<file path="config.mk">
export PLATFORM = sky130hd
export DESIGN_NAME = afc_frontend
export DESIGN_NICKNAME = d
export VERILOG_FILES = /design/src/logic/afc_pkg.sv /design/src/logic/afc_setup_decode.sv /design/src/logic/afc_frontend.sv
export SDC_FILE = /design/constraint.sdc
export NUM_CORES = 1
export LEC_CHECK = 0
export ABC_AREA = 1
export BUFFER_PORTS_ARGS = -buffer_cell sky130_fd_sc_hd__buf_2
export CAP_MARGIN = 5
export CORE_ASPECT_RATIO = 0.5
export CORE_UTILIZATION = 30
export CTS_BUF_LIST = sky130_fd_sc_hd__clkbuf_16
export DETAILED_ROUTE_END_ITERATION = 8
export GPL_TIMING_DRIVEN = 1
export SYNTH_ARGS = -nofsm -noshare
export SYNTH_HDL_FRONTEND = slang
export SYNTH_SLANG_ARGS = --single-unit
</file>
<file path="constraint.sdc">
create_clock -name clk -period 4.25 [get_ports clk]
set_clock_uncertainty 0.05 [all_clocks]
set_input_delay 1.275 -clock clk [delete_from_list [all_inputs] [get_ports clk]]
set_output_delay 1.275 -clock clk [all_outputs]
set_load 0.005 [all_outputs]
</file>
<file path="src/logic/afc_pkg.sv">
// afc_pkg: constants shared by the front-end control block and its setup decoder.
// assumes a single 250 MHz clock domain and registers loaded over a register port.
package afc_pkg;
   // register offsets (register index on the parallel register port)
   localparam logic [5:0]  AFC_ADDR_ADC_CONTROL = 6'h01;
   localparam logic [5:0]  AFC_ADDR_IO_EXCITE   = 6'h03;
   localparam logic [5:0]  AFC_ADDR_CONFIG_0    = 6'h19;
   localparam int          AFC_NUM_SETUPS       = 8;
   // reset values
   localparam logic [23:0] AFC_IO_EXCITE_RESET  = 24'h000000;
   localparam logic [15:0] AFC_CONFIG_RESET     = 16'h0860;
   localparam logic [15:0] AFC_ADC_CTRL_RESET   = 16'h0000;
   // adc control fields
   localparam int          AFC_REF_EN_BIT       = 0;
   // configuration register fields
   localparam int          AFC_CFG_BIPOLAR_BIT  = 11;
   localparam int          AFC_CFG_BUFP_BIT     = 6;
   localparam int          AFC_CFG_BUFM_BIT     = 5;
   localparam int          AFC_CFG_REFSEL_LSB   = 3;
   localparam int          AFC_CFG_PGA_LSB      = 0;
   // io/excitation control fields
   localparam int          AFC_IO_LVL_B_BIT     = 23;
   localparam int          AFC_IO_LVL_A_BIT     = 22;
   localparam int          AFC_IO_EN_B_BIT      = 19;
   localparam int          AFC_IO_EN_A_BIT      = 18;
   localparam int          AFC_IO_SW_BIT        = 15;
   localparam int          AFC_IO_MAG_B_LSB     = 11;
   localparam int          AFC_IO_MAG_A_LSB     = 8;
   localparam int          AFC_IO_PIN_B_LSB     = 4;
   localparam int          AFC_IO_PIN_A_LSB     = 0;
   // reference sources
   typedef enum logic [1:0] {
      AFC_REF_EXT_A = 2'h0,
      AFC_REF_EXT_B = 2'h1,
      AFC_REF_INT   = 2'h2,
      AFC_REF_RSVD  = 2'h3
   } afc_ref_t;
   // conversion tracking states, gray order
   typedef enum logic [1:0] {
      AFC_IDLE = 2'h0,
      AFC_BUSY = 2'h1
   } afc_conv_t;
   localparam logic [23:0] AFC_MIDSCALE = 24'h800000;
endpackage

</file>
<file path="src/logic/afc_setup_decode.sv">
// afc_setup_decode: turns one latched setup into analog front-end controls.
// assumes the setup word is stable for a conversion; purely combinational.
`timescale 1ns/1ps
`default_nettype none
module afc_setup_decode
   import afc_pkg::*;
(
   // setup word
   input  wire logic [15:0] setup_cfg,
   // decoded controls
   output logic       [1:0] stage_enable,
   output logic       [7:0] gain_factor,
   output logic             buffer_p_on,
   output logic             buffer_m_on,
   output logic             bipolar_mode,
   output logic       [1:0] ref_select
);
   logic [2:0] gain_code;
   assign gain_code = setup_cfg[AFC_CFG_PGA_LSB +: 3];

   // gain 1..128 as a one-hot power of two
   assign gain_factor = 8'h01 << gain_code;   // see RQ1

   // both stages bypassed at gain 1, one up to 8, two above
   always_comb begin
      if (gain_code == 3'h0) begin
         stage_enable = 2'h0;                  // see RQ2
      end else if (gain_code <= 3'h3) begin
         stage_enable = 2'h1;                  // see RQ2
      end else begin
         stage_enable = 2'h3;                  // see RQ2
      end
   end

   // any real gain needs the rail-to-rail buffered path
   assign buffer_p_on  = setup_cfg[AFC_CFG_BUFP_BIT] | (gain_code != 3'h0);  // see RQ15
   assign buffer_m_on  = setup_cfg[AFC_CFG_BUFM_BIT] | (gain_code != 3'h0);  // see RQ15
   assign bipolar_mode = setup_cfg[AFC_CFG_BIPOLAR_BIT];                    // see RQ5
   assign ref_select   = setup_cfg[AFC_CFG_REFSEL_LSB +: 2];                 // see RQ4
endmodule
`default_nettype wire

</file>
<file path="src/logic/afc_frontend.sv">
// afc_frontend: front-end control registers, per-setup latching and output coding.
// assumes register writes and conversion starts come from same-clock logic.
// Operation
// RQ1: gain 1 to 128 chosen by each setup's gain field.
// RQ2: gain 1 bypasses stages, 2 to 8 one stage, above 8 both.
// RQ3: internal reference enable bit powers the embedded reference.
// RQ4: each setup picks internal or one of two external references.
// RQ5: setup polarity bit picks unipolar or bipolar handling.
// RQ6: unipolar result is straight binary over 24 bits.
// RQ7: bipolar result is offset binary, zero input gives midscale.
// RQ8: two current sources each have independent magnitude field.
// RQ9: each current source routed to pin named by its select field.
// RQ10: both currents on the same pin is allowed, not an error.
// RQ11: excitation currents work regardless of reference enable.
// RQ12: bridge switch bit closes low-side switch when set.
// RQ13: 24-bit io control register layout, resets to zero.
// RQ14: aux outputs driven only when enabled, level follows data bit.
// RQ15: gain above 1 forces both input buffers on.
// RQ16: setting changes apply from next conversion, not the running one.
`timescale 1ns/1ps
`default_nettype none
module afc_frontend
   import afc_pkg::*;
#(
   parameter int NSETUP = AFC_NUM_SETUPS
)(
   // clock and reset
   input  wire logic        clk,
   input  wire logic        resetn,
   // register port
   input  wire logic        reg_wr,
   input  wire logic        reg_rd,
   input  wire logic  [5:0] reg_addr,
   input  wire logic [23:0] reg_wdata,
   output logic      [23:0] reg_rdata,
   // conversion control
   input  wire logic        conv_start,
   input  wire logic  [2:0] conv_setup,
   input  wire logic        conv_done,
   input  wire logic [23:0] conv_raw,
   output logic             conv_busy,
   output logic      [23:0] result_code,
   output logic             result_valid,
   // analog controls
   output logic       [1:0] pga_stage_enable,
   output logic       [7:0] pga_gain,
   output logic             ain_buffer_p_on,
   output logic             ain_buffer_m_on,
   output logic             bipolar_active,
   output logic       [1:0] ref_source,
   output logic             internal_ref_on,
   output logic       [2:0] excite_a_magnitude,
   output logic       [2:0] excite_b_magnitude,
   output logic       [3:0] excite_a_pin_select,
   output logic       [3:0] excite_b_pin_select,
   output logic             bridge_switch_on,
   // auxiliary outputs (tri-state)
   output logic             aux_out_a_level,
   output logic             aux_out_a_oe,
   output logic             aux_out_b_level,
   output logic             aux_out_b_oe
);
   ////////////////////////////////////////////////////////////////////////////
   logic [23:0] io_excite_ff;
   logic [15:0] adc_ctrl_ff;
   logic [15:0] config_ff [NSETUP];
   logic [15:0] active_cfg_ff;
   afc_conv_t   conv_state_ff;
   logic [23:0] result_ff;
   logic        valid_ff;
   logic        bip_w;

   // io/excitation register, reserved bits held at zero
   always_ff @(posedge clk or negedge resetn) begin
      if (!resetn) begin
         io_excite_ff <= AFC_IO_EXCITE_RESET;                 // see RQ13
      end else if (reg_wr && reg_addr == AFC_ADDR_IO_EXCITE) begin
         io_excite_ff <= reg_wdata & 24'hcc_bf_ff;            // see RQ13
      end
   end

   // converter control, only reference enable is acted on here
   always_ff @(posedge clk or negedge resetn) begin
      if (!resetn) begin
         adc_ctrl_ff <= AFC_ADC_CTRL_RESET;
      end else if (reg_wr && reg_addr == AFC_ADDR_ADC_CONTROL) begin
         adc_ctrl_ff <= reg_wdata[15:0];
      end
   end

   // setup configuration bank
   always_ff @(posedge clk or negedge resetn) begin
      if (!resetn) begin
         for (int i = 0; i < NSETUP; i++) begin
            config_ff[i] <= AFC_CONFIG_RESET;
         end
      end else if (reg_wr && reg_addr >= AFC_ADDR_CONFIG_0 &&
                   reg_addr < AFC_ADDR_CONFIG_0 + 6'(NSETUP)) begin
         config_ff[3'(reg_addr - AFC_ADDR_CONFIG_0)] <= reg_wdata[15:0] & 16'h0fff;
      end
   end

   ////////////////////////////////////////////////////////////////////////////
   // conversion tracking; setup snapshot taken only at start
   always_ff @(posedge clk or negedge resetn) begin
      if (!resetn) begin
         conv_state_ff <= AFC_IDLE;
      end else begin
         case (conv_state_ff)
            AFC_IDLE: begin
               if (conv_start) begin
                  conv_state_ff <= AFC_BUSY;
               end
            end
            AFC_BUSY: begin
               if (conv_done) begin
                  conv_state_ff <= AFC_IDLE;
               end
            end
            default: conv_state_ff <= AFC_IDLE;
         endcase
      end
   end

   // later writes to the bank cannot reach a running conversion
   always_ff @(posedge clk or negedge resetn) begin
      if (!resetn) begin
         active_cfg_ff <= AFC_CONFIG_RESET;
      end else if (conv_state_ff == AFC_IDLE && conv_start) begin
         active_cfg_ff <= config_ff[conv_setup];   // see RQ16
      end
   end

   assign conv_busy = (conv_state_ff == AFC_BUSY);

   afc_setup_decode u_decode (
      .setup_cfg    (active_cfg_ff),
      .stage_enable (pga_stage_enable),
      .gain_factor  (pga_gain),
      .buffer_p_on  (ain_buffer_p_on),
      .buffer_m_on  (ain_buffer_m_on),
      .bipolar_mode (bip_w),
      .ref_select   (ref_source)
   );
   assign bipolar_active = bip_w;

   ////////////////////////////////////////////////////////////////////////////
   // output coding: raw is the signed two's-complement modulator result in
   // bipolar mode (msb flip gives offset binary), plain binary in unipolar
   always_ff @(posedge clk or negedge resetn) begin
      if (!resetn) begin
         result_ff <= 24'h000000;
         valid_ff  <= 1'b0;
      end else begin
         valid_ff <= conv_busy && conv_done;
         if (conv_busy && conv_done) begin
            if (bip_w) begin
               result_ff <= conv_raw ^ AFC_MIDSCALE;   // see RQ7
            end else begin
               result_ff <= conv_raw;                  // see RQ6
            end
         end
      end
   end
   assign result_code  = result_ff;
   assign result_valid = valid_ff;

   ////////////////////////////////////////////////////////////////////////////
   // analog controls straight from registers; no cross-checks on purpose
   assign internal_ref_on     = adc_ctrl_ff[AFC_REF_EN_BIT];                 // see RQ3
   assign excite_a_magnitude  = io_excite_ff[AFC_IO_MAG_A_LSB +: 3];         // see RQ8, RQ11
   assign excite_b_magnitude  = io_excite_ff[AFC_IO_MAG_B_LSB +: 3];         // see RQ8, RQ11
   assign excite_a_pin_select = io_excite_ff[AFC_IO_PIN_A_LSB +: 4];         // see RQ9, RQ10
   assign excite_b_pin_select = io_excite_ff[AFC_IO_PIN_B_LSB +: 4];         // see RQ9, RQ10
   assign bridge_switch_on    = io_excite_ff[AFC_IO_SW_BIT];                 // see RQ12
   assign aux_out_a_oe        = io_excite_ff[AFC_IO_EN_A_BIT];               // see RQ14
   assign aux_out_b_oe        = io_excite_ff[AFC_IO_EN_B_BIT];               // see RQ14
   assign aux_out_a_level     = io_excite_ff[AFC_IO_LVL_A_BIT];              // see RQ14
   assign aux_out_b_level     = io_excite_ff[AFC_IO_LVL_B_BIT];              // see RQ14

   // read mux, unmapped reads zero
   always_ff @(posedge clk or negedge resetn) begin
      if (!resetn) begin
         reg_rdata <= 24'h000000;
      end else if (reg_rd) begin
         if (reg_addr == AFC_ADDR_IO_EXCITE) begin
            reg_rdata <= io_excite_ff;
         end else if (reg_addr == AFC_ADDR_ADC_CONTROL) begin
            reg_rdata <= {8'h00, adc_ctrl_ff};
         end else if (reg_addr >= AFC_ADDR_CONFIG_0 &&
                      reg_addr < AFC_ADDR_CONFIG_0 + 6'(NSETUP)) begin
            reg_rdata <= {8'h00, config_ff[3'(reg_addr - AFC_ADDR_CONFIG_0)]};
         end else begin
            reg_rdata <= 24'h000000;
         end
      end
   end

   ////////////////////////////////////////////////////////////////////////////
   chk_io_reset_zero: assert property (@(posedge clk)   // see RQ13
      $rose(resetn) |-> io_excite_ff == 24'h000000)
      else $error("io control not zero after reset");

   chk_stage_gain1: assert property (@(posedge clk) disable iff (!resetn)   // see RQ2
      pga_gain == 8'h01 |-> pga_stage_enable == 2'h0)
      else $error("stages not bypassed at gain 1");

   chk_stage_high: assert property (@(posedge clk) disable iff (!resetn)   // see RQ2
      pga_gain > 8'h08 |-> pga_stage_enable == 2'h3)
      else $error("both stages not used above gain 8");

   chk_buffer_force: assert property (@(posedge clk) disable iff (!resetn)   // see RQ15
      pga_gain != 8'h01 |-> ain_buffer_p_on && ain_buffer_m_on)
      else $error("buffers not forced on with gain");

   chk_cfg_hold_busy: assert property (@(posedge clk) disable iff (!resetn)   // see RQ16
      conv_busy && !conv_done |=> $stable(pga_gain) && $stable(ref_source))
      else $error("settings changed mid conversion");

   chk_bipolar_zero: assert property (@(posedge clk) disable iff (!resetn)   // see RQ7
      conv_busy && conv_done && bip_w && conv_raw == 24'h000000
      |=> result_code == 24'h800000 && result_valid)
      else $error("bipolar zero not midscale");

   chk_unipolar_pass: assert property (@(posedge clk) disable iff (!resetn)   // see RQ6
      conv_busy && conv_done && !bip_w |=> result_code == $past(conv_raw))
      else $error("unipolar code altered");

   chk_io_write: assert property (@(posedge clk) disable iff (!resetn)   // see RQ12
      reg_wr && reg_addr == AFC_ADDR_IO_EXCITE
      |=> bridge_switch_on == $past(reg_wdata[15]) &&
          aux_out_a_oe == $past(reg_wdata[18]))
      else $error("io control write not applied");
endmodule
`default_nettype wire

</file>
==> flow_summary.yaml, run 1 <==
outcome:
  status: "complete, no violations"
synthesis:
  syn_area_per_cell_sq_um: 7.13
  yosysTopAreaCell: "dfrtp_1"
  syn_inst: 1350
  yosys.cell_types.count: 31
  synthArstFlopShare: 1.00
  ys_seq_area_frac: 0.485
  synth_edf_count: 0
  synth_ff_type: "dfrtp_1"
  synth.area.top_cells: "dfrtp_1 41%, nand2_1 25%, nand3_1 7.5%"
  synth-seq-cells: 185
  ys_warn_count: 0
  synth_top_area_frac: 0.411
  syn_area_sq_mm: 0.00962
worst_setup_path:
  reg2reg_to: "result_code[7]"
  critical_path_buf_inv_count: 2
  criticalPathCategory: "primary input to flop"
  ff2ff_setup_slack_ns: 2.87
  cp-startpoint: "reg_addr[1]"
  crit_chain: "buf_2, inv_1, ha_1, or2_1, nand2_2, nor2_2, nand2_1, nand2_1, nand2_1"
  critPathLaunchType: "primary input"
  cpPeakStageDelay_ns: 0.90
  cp-end-kind: "flop"
  reg2reg_depth: 5
  cp_slowest_cell: "nor2_2"
  critical_path_required_ns: 4.54
  critical_path.max_fanout: 26
  crit_family: "simple AND/OR/NAND/NOR gates"
  rr_startpoint: "conv_state_ff[0]"
  cpMostUsedCell: "nand2_1"
  crit_arrival_ns: 3.82
grt:
  grt_overflow: 0
  track_usage: 0.177
  grt_max_degree: 93
  grt_pass1_vias: 7864
  grt_pass1_wl_um: 44600
  antenna_found_initial: 1
die:
  die_x_um: 255
  dieArea_sq_mm: 0.0328
  pin_count: 148
  rows: 45
  start_util: 0.311
  dieHeight_um: 129
  coreArea_sq_mm: 0.0309
clock_tree:
  cts.hold.buffers_added: 0
  clk_path_buf_depth: 2
  post_cts_buffers: 0
  cts_tree: "done"
  clock_latency_ns: 0.45
  cts_root_buffer: "clkbuf_16"
  cts_resized: 0
  numCtsBuffers: 17
  htree_levels: 4
  clk_pin_slew_worst_paths_ns: 0.08
  clkSinkCount: 185
power:
  p_leak_nw: 6.20
  power.density_mw_per_mm2: 425
  irDropWorstVdd_mv: 0.264
sta:
  tightestPinTransition_ns: 1.18
  fmax_mhz: 283
  hold_viol_final: 0
  fin_crit_ns: 3.53
  slew_headroom: 0.215
  finalWorstSetupSlack_ns: 0.722
  timing.setup.tns_ns: 0
  rsz0062_at_grt: "no"
  drv_slew: 0
  setup_viol: 0
  min_period_over_period: 0.830
drt:
  vias: 8595
  ant_nets: 0
  detail_route.vias_per_cell: 4.58
  dr.pass1.iters: 8
  drt-initial-drc-count: 841
  drt_wl_total_um: 28400
  wl_per_cell_um: 15.1
  route.detailed.drc: 0
placed_design:
  pre_cts_ws_ns: 0.272
  port_buffers: 139
  place.gp.congestion: 0.810
  dp_hpwl_um: 18500
finish:
  final_cell_mix: "637 x nand2_1, 158 x dfrtp_1, 144 x nand3_1"
  regArea_sq_mm: 0.00466
  area_growth_pct: 16.3
  fin_nets: 1506
  n_antenna_cell: 0
  drive_gt1_frac: 0.163
  fill_cells: 3298
  multi_input_comb_area_sq_mm: 0.00404
  final_common_cell: "nand2_1"
hold_path:
  worstHoldStart: "config_ff[69]"
  holdPathStages: 2
  hold_path.class: "flop to flop"
  holdPathEnd: "config_ff[69]"
run:
  maxCapViolCount: 0
report_power, final:
group          internal [mW]  total (mW)  switching, mW
Combinational          0.343       0.918          0.575
Sequential              2.07        2.24          0.173
Clock                  0.784        1.60          0.814
Total                   3.19        4.75           1.56
tightest hold or removal path, stage by stage, from the launching register on:
cell     delay (ns)
dfstp_2        0.37
nand2_1        0.05
nand2_1        0.04
per-layer routing:
layer | GRT usage | part of all wire | up-vias
li1 | - | - | 4326
met1 | 0.247 | 0.48 | 4030
met2 | 0.277 | 0.45 | 208
met3 | 0.0388 | 0.053 | 31
met4 | 0.0486 | 0.015 | 0
met5 | 0 | 0 | -
worst max path at each step:
stage                          end  slack (ns)  depth (start not counted)
global placement     config_ff[35]        0.27                          9
detailed placement   config_ff[40]        0.27                          9
finish               config_ff[41]        0.72                          9
global route         config_ff[36]        0.57                          9
CTS                  config_ff[41]        0.75                          9
floorplan           config_ff[112]        1.12                         11
sequential cells by signal (all words and copies together) (netlist names):
signal,cells
active_cfg_ff,8
conv_state_ff,1
reg_rdata,20
config_ff,96
io_excite_ff,19
adc_ctrl_ff,16
result_valid,1
result_code,24
cell type report:
cell class              count  share of cell area
clock inverters            15              0.0140
repair buffers            162              0.0806
inverters                 125              0.0419
flip-flops and latches    185               0.417
well taps                 423              0.0473
multi-input cells         949               0.361
clock buffers              17              0.0380
cells by family after synthesis:
kind of cell | share of synthesized area
multiplexers | 0.00117
other | 0.000390
buffers and inverters | 0.0964
adder cells (fa/ha/maj) | 0.00390
XOR/XNOR | 0.000911
flip-flops | 0.485
AND/OR/NAND/NOR | 0.355
AO/OA/AOI/OAI | 0.0572
metrics by stage:
step | util | cell area [sq um] | hold WS (ns) | std cells | total power, mW
after floorplan | - | 9630 | 0.392 | 1353 | 2.83
after global placement | 0.343 | 10600 | 0.401 | 1844 | 3.18
after detailed placement | 0.343 | 10600 | 0.405 | 1844 | 3.19
after CTS | 0.362 | 11200 | 0.417 | 1876 | 4.81
after global routing | 0.362 | 11200 | 0.424 | 1876 | 5.06
final | 0.362 | 11200 | 0.413 | 1876 | 4.75
cell usage after synthesis (5+ instances only):
| master | instances |
|---|---|
| nand2_1 | 637 |
| buf_2 | 27 |
| o21ai_1 | 5 |
| nor3_1 | 8 |
| buf_6 | 6 |
| a21oi_1 | 34 |
| o21ai_0 | 47 |
| nor2_1 | 34 |
| dfrtp_1 | 158 |
| o211ai_1 | 16 |
| nand3_1 | 144 |
| clkbuf_1 | 53 |
| inv_1 | 120 |
| buf_4 | 7 |
| dfstp_2 | 27 |
(Power assumes the default switching activity.)
==> inputs of run 2 (changes only) <==
clock period = 3.2 ns   (was 4.25 ns; I/O delays follow)
==> flow_summary.yaml, run 2 (same netlist as run 1, synthesis figures left out) <==
sta:
  fin_crit_ns: 2.68
  tightestPinTransition_ns: 0.686
  hold_viol_final: 0
  min_period_over_period: 0.838
  setup_viol: 0
  drv_slew: 0
  rsz0062_at_grt: "no"
  timing.setup.tns_ns: 0
  slew_headroom: 0.543
  fmax_mhz: 373
finish:
  final_util: 0.365
  final_cell_mix: "637 x nand2_1, 158 x dfrtp_1, 144 x nand3_1"
  regMostFlops: "config_ff"
  fill_cells: 3307
  area_growth_pct: 17.2
  n_antenna_cell: 0
  final_common_cell: "nand2_1"
  drive_gt1_frac: 0.168
  fin_nets: 1514
  largest_register_ffs: 96
die:
  coreArea_sq_mm: 0.0309
  start_util: 0.311
  pin_count: 148
  die_x_um: 255
  dieHeight_um: 129
  rows: 45
  dieArea_sq_mm: 0.0328
drt:
  ant_nets: 0
  drt-initial-drc-count: 599
  dr.pass1.iters: 6
  vias: 8497
  drt_wl_total_um: 28000
  route.detailed.drc: 0
  detail_route.vias_per_cell: 4.51
  wl_per_cell_um: 14.9
grt:
  track_usage: 0.175
  grt_pass1_vias: 7947
  grt_max_degree: 64
  grt_pass1_wl_um: 44300
  antenna_found_initial: 0
  grt_overflow: 0
worst_setup_path:
  critical_path_required_ns: 2.19
  reg2reg_to: "reg_rdata[5]"
  ff2ff_setup_slack_ns: 1.80
  critical_path.max_fanout: 5
  rr_startpoint: "config_ff[101]"
  cp-end-kind: "primary output"
  reg2reg_depth: 10
  criticalPathCategory: "flop to primary output"
  crit_arrival_ns: 1.67
  critPathLaunchType: "flop"
clock_tree:
  clock_latency_ns: 0.46
  post_cts_buffers: 0
  htree_levels: 4
  clk_pin_slew_worst_paths_ns: 0.08
  cts.hold.buffers_added: 0
  cts_root_buffer: "clkbuf_16"
  numCtsBuffers: 17
  cts_resized: 0
  cts_tree: "done"
  clk_path_buf_depth: 2
  clkSinkCount: 185
hold_path:
  holdPathEnd: "config_ff[70]"
  holdPathStages: 2
  worstHoldStart: "config_ff[70]"
  hold_path.class: "flop to flop"
power:
  power.density_mw_per_mm2: 567
  netSwitchingFraction: 0.333
  comb_power_share: 0.193
  p_clk_frac: 0.342
  p_seq_frac: 0.465
  p_switching_mw: 2.13
  p_leak_nw: 6.26
  irDropWorstVdd_mv: 0.397
  p_int_mw: 4.27
placed_design:
  dp_hpwl_um: 18800
  port_buffers: 139
  place.gp.congestion: 0.822
run:
  maxCapViolCount: 0
outcome:
  status: "complete, no violations"
-- run 2: per-layer routing --
layer	wire length, um	global-route usage	part of all wire
met5	0	0	0
met3	1390	0.0318	0.050
met1	14000	0.257	0.50
met4	395	0.0483	0.014
met2	12200	0.264	0.43
-- run 2: worst max-delay path by stage --
stage	start	end	slack, ns	depth (start not counted)
after floorplan	reg_addr[0]	config_ff[112]	0.39	11
after global routing	reg_addr[0]	config_ff[82]	0.39	12
final	active_cfg_ff[1]	ain_buffer_m_on	0.52	4
after global placement	reg_addr[0]	config_ff[82]	0.07	12
after detailed placement	reg_addr[0]	config_ff[82]	0.06	12
after CTS	active_cfg_ff[1]	ain_buffer_m_on	0.50	4
-- run 2: worst max-delay path, cell delays in order, from the launching register on --
cell     delay [ns]
dfrtp_1        0.42
nor3_1         0.31
inv_1          0.08
or2_2          0.27
buf_2          0.13
-- run 2: area by class of cell --
type,instances,area (sq um),share of cell area
well taps,423,529,0.0469
repair buffers,170,975,0.0864
clock buffers,17,425,0.0377
clock inverters,15,176,0.0156
inverters,125,469,0.0416
flip-flops and latches,185,4660,0.413
multi-input cells,949,4040,0.358
-- run 2: stage by stage --
stage	hold slack [ns]	cells	cell area (sq um)	setup slack, ns	power, mW
after global placement	0.400	1852	10700	0.0696	4.23
after floorplan	0.392	1353	9630	0.387	3.75
final	0.418	1884	11300	0.518	6.39
after detailed placement	0.407	1852	10700	0.0599	4.25
after CTS	0.418	1884	11300	0.500	6.46
after global routing	0.441	1884	11300	0.389	6.79
-- run 2: power by group through the flow --
stage | logic (mW) | clock network, mW | registers [mW]
2_1_floorplan | 0.777 | 0 | 2.98
3_3_place_gp | 1.23 | 0 | 3.01
3_5_place_dp | 1.25 | 0 | 3.01
4_1_cts | 1.25 | 2.24 | 2.97
5_1_grt | 1.43 | 2.33 | 3.03
6_report | 1.24 | 2.18 | 2.97
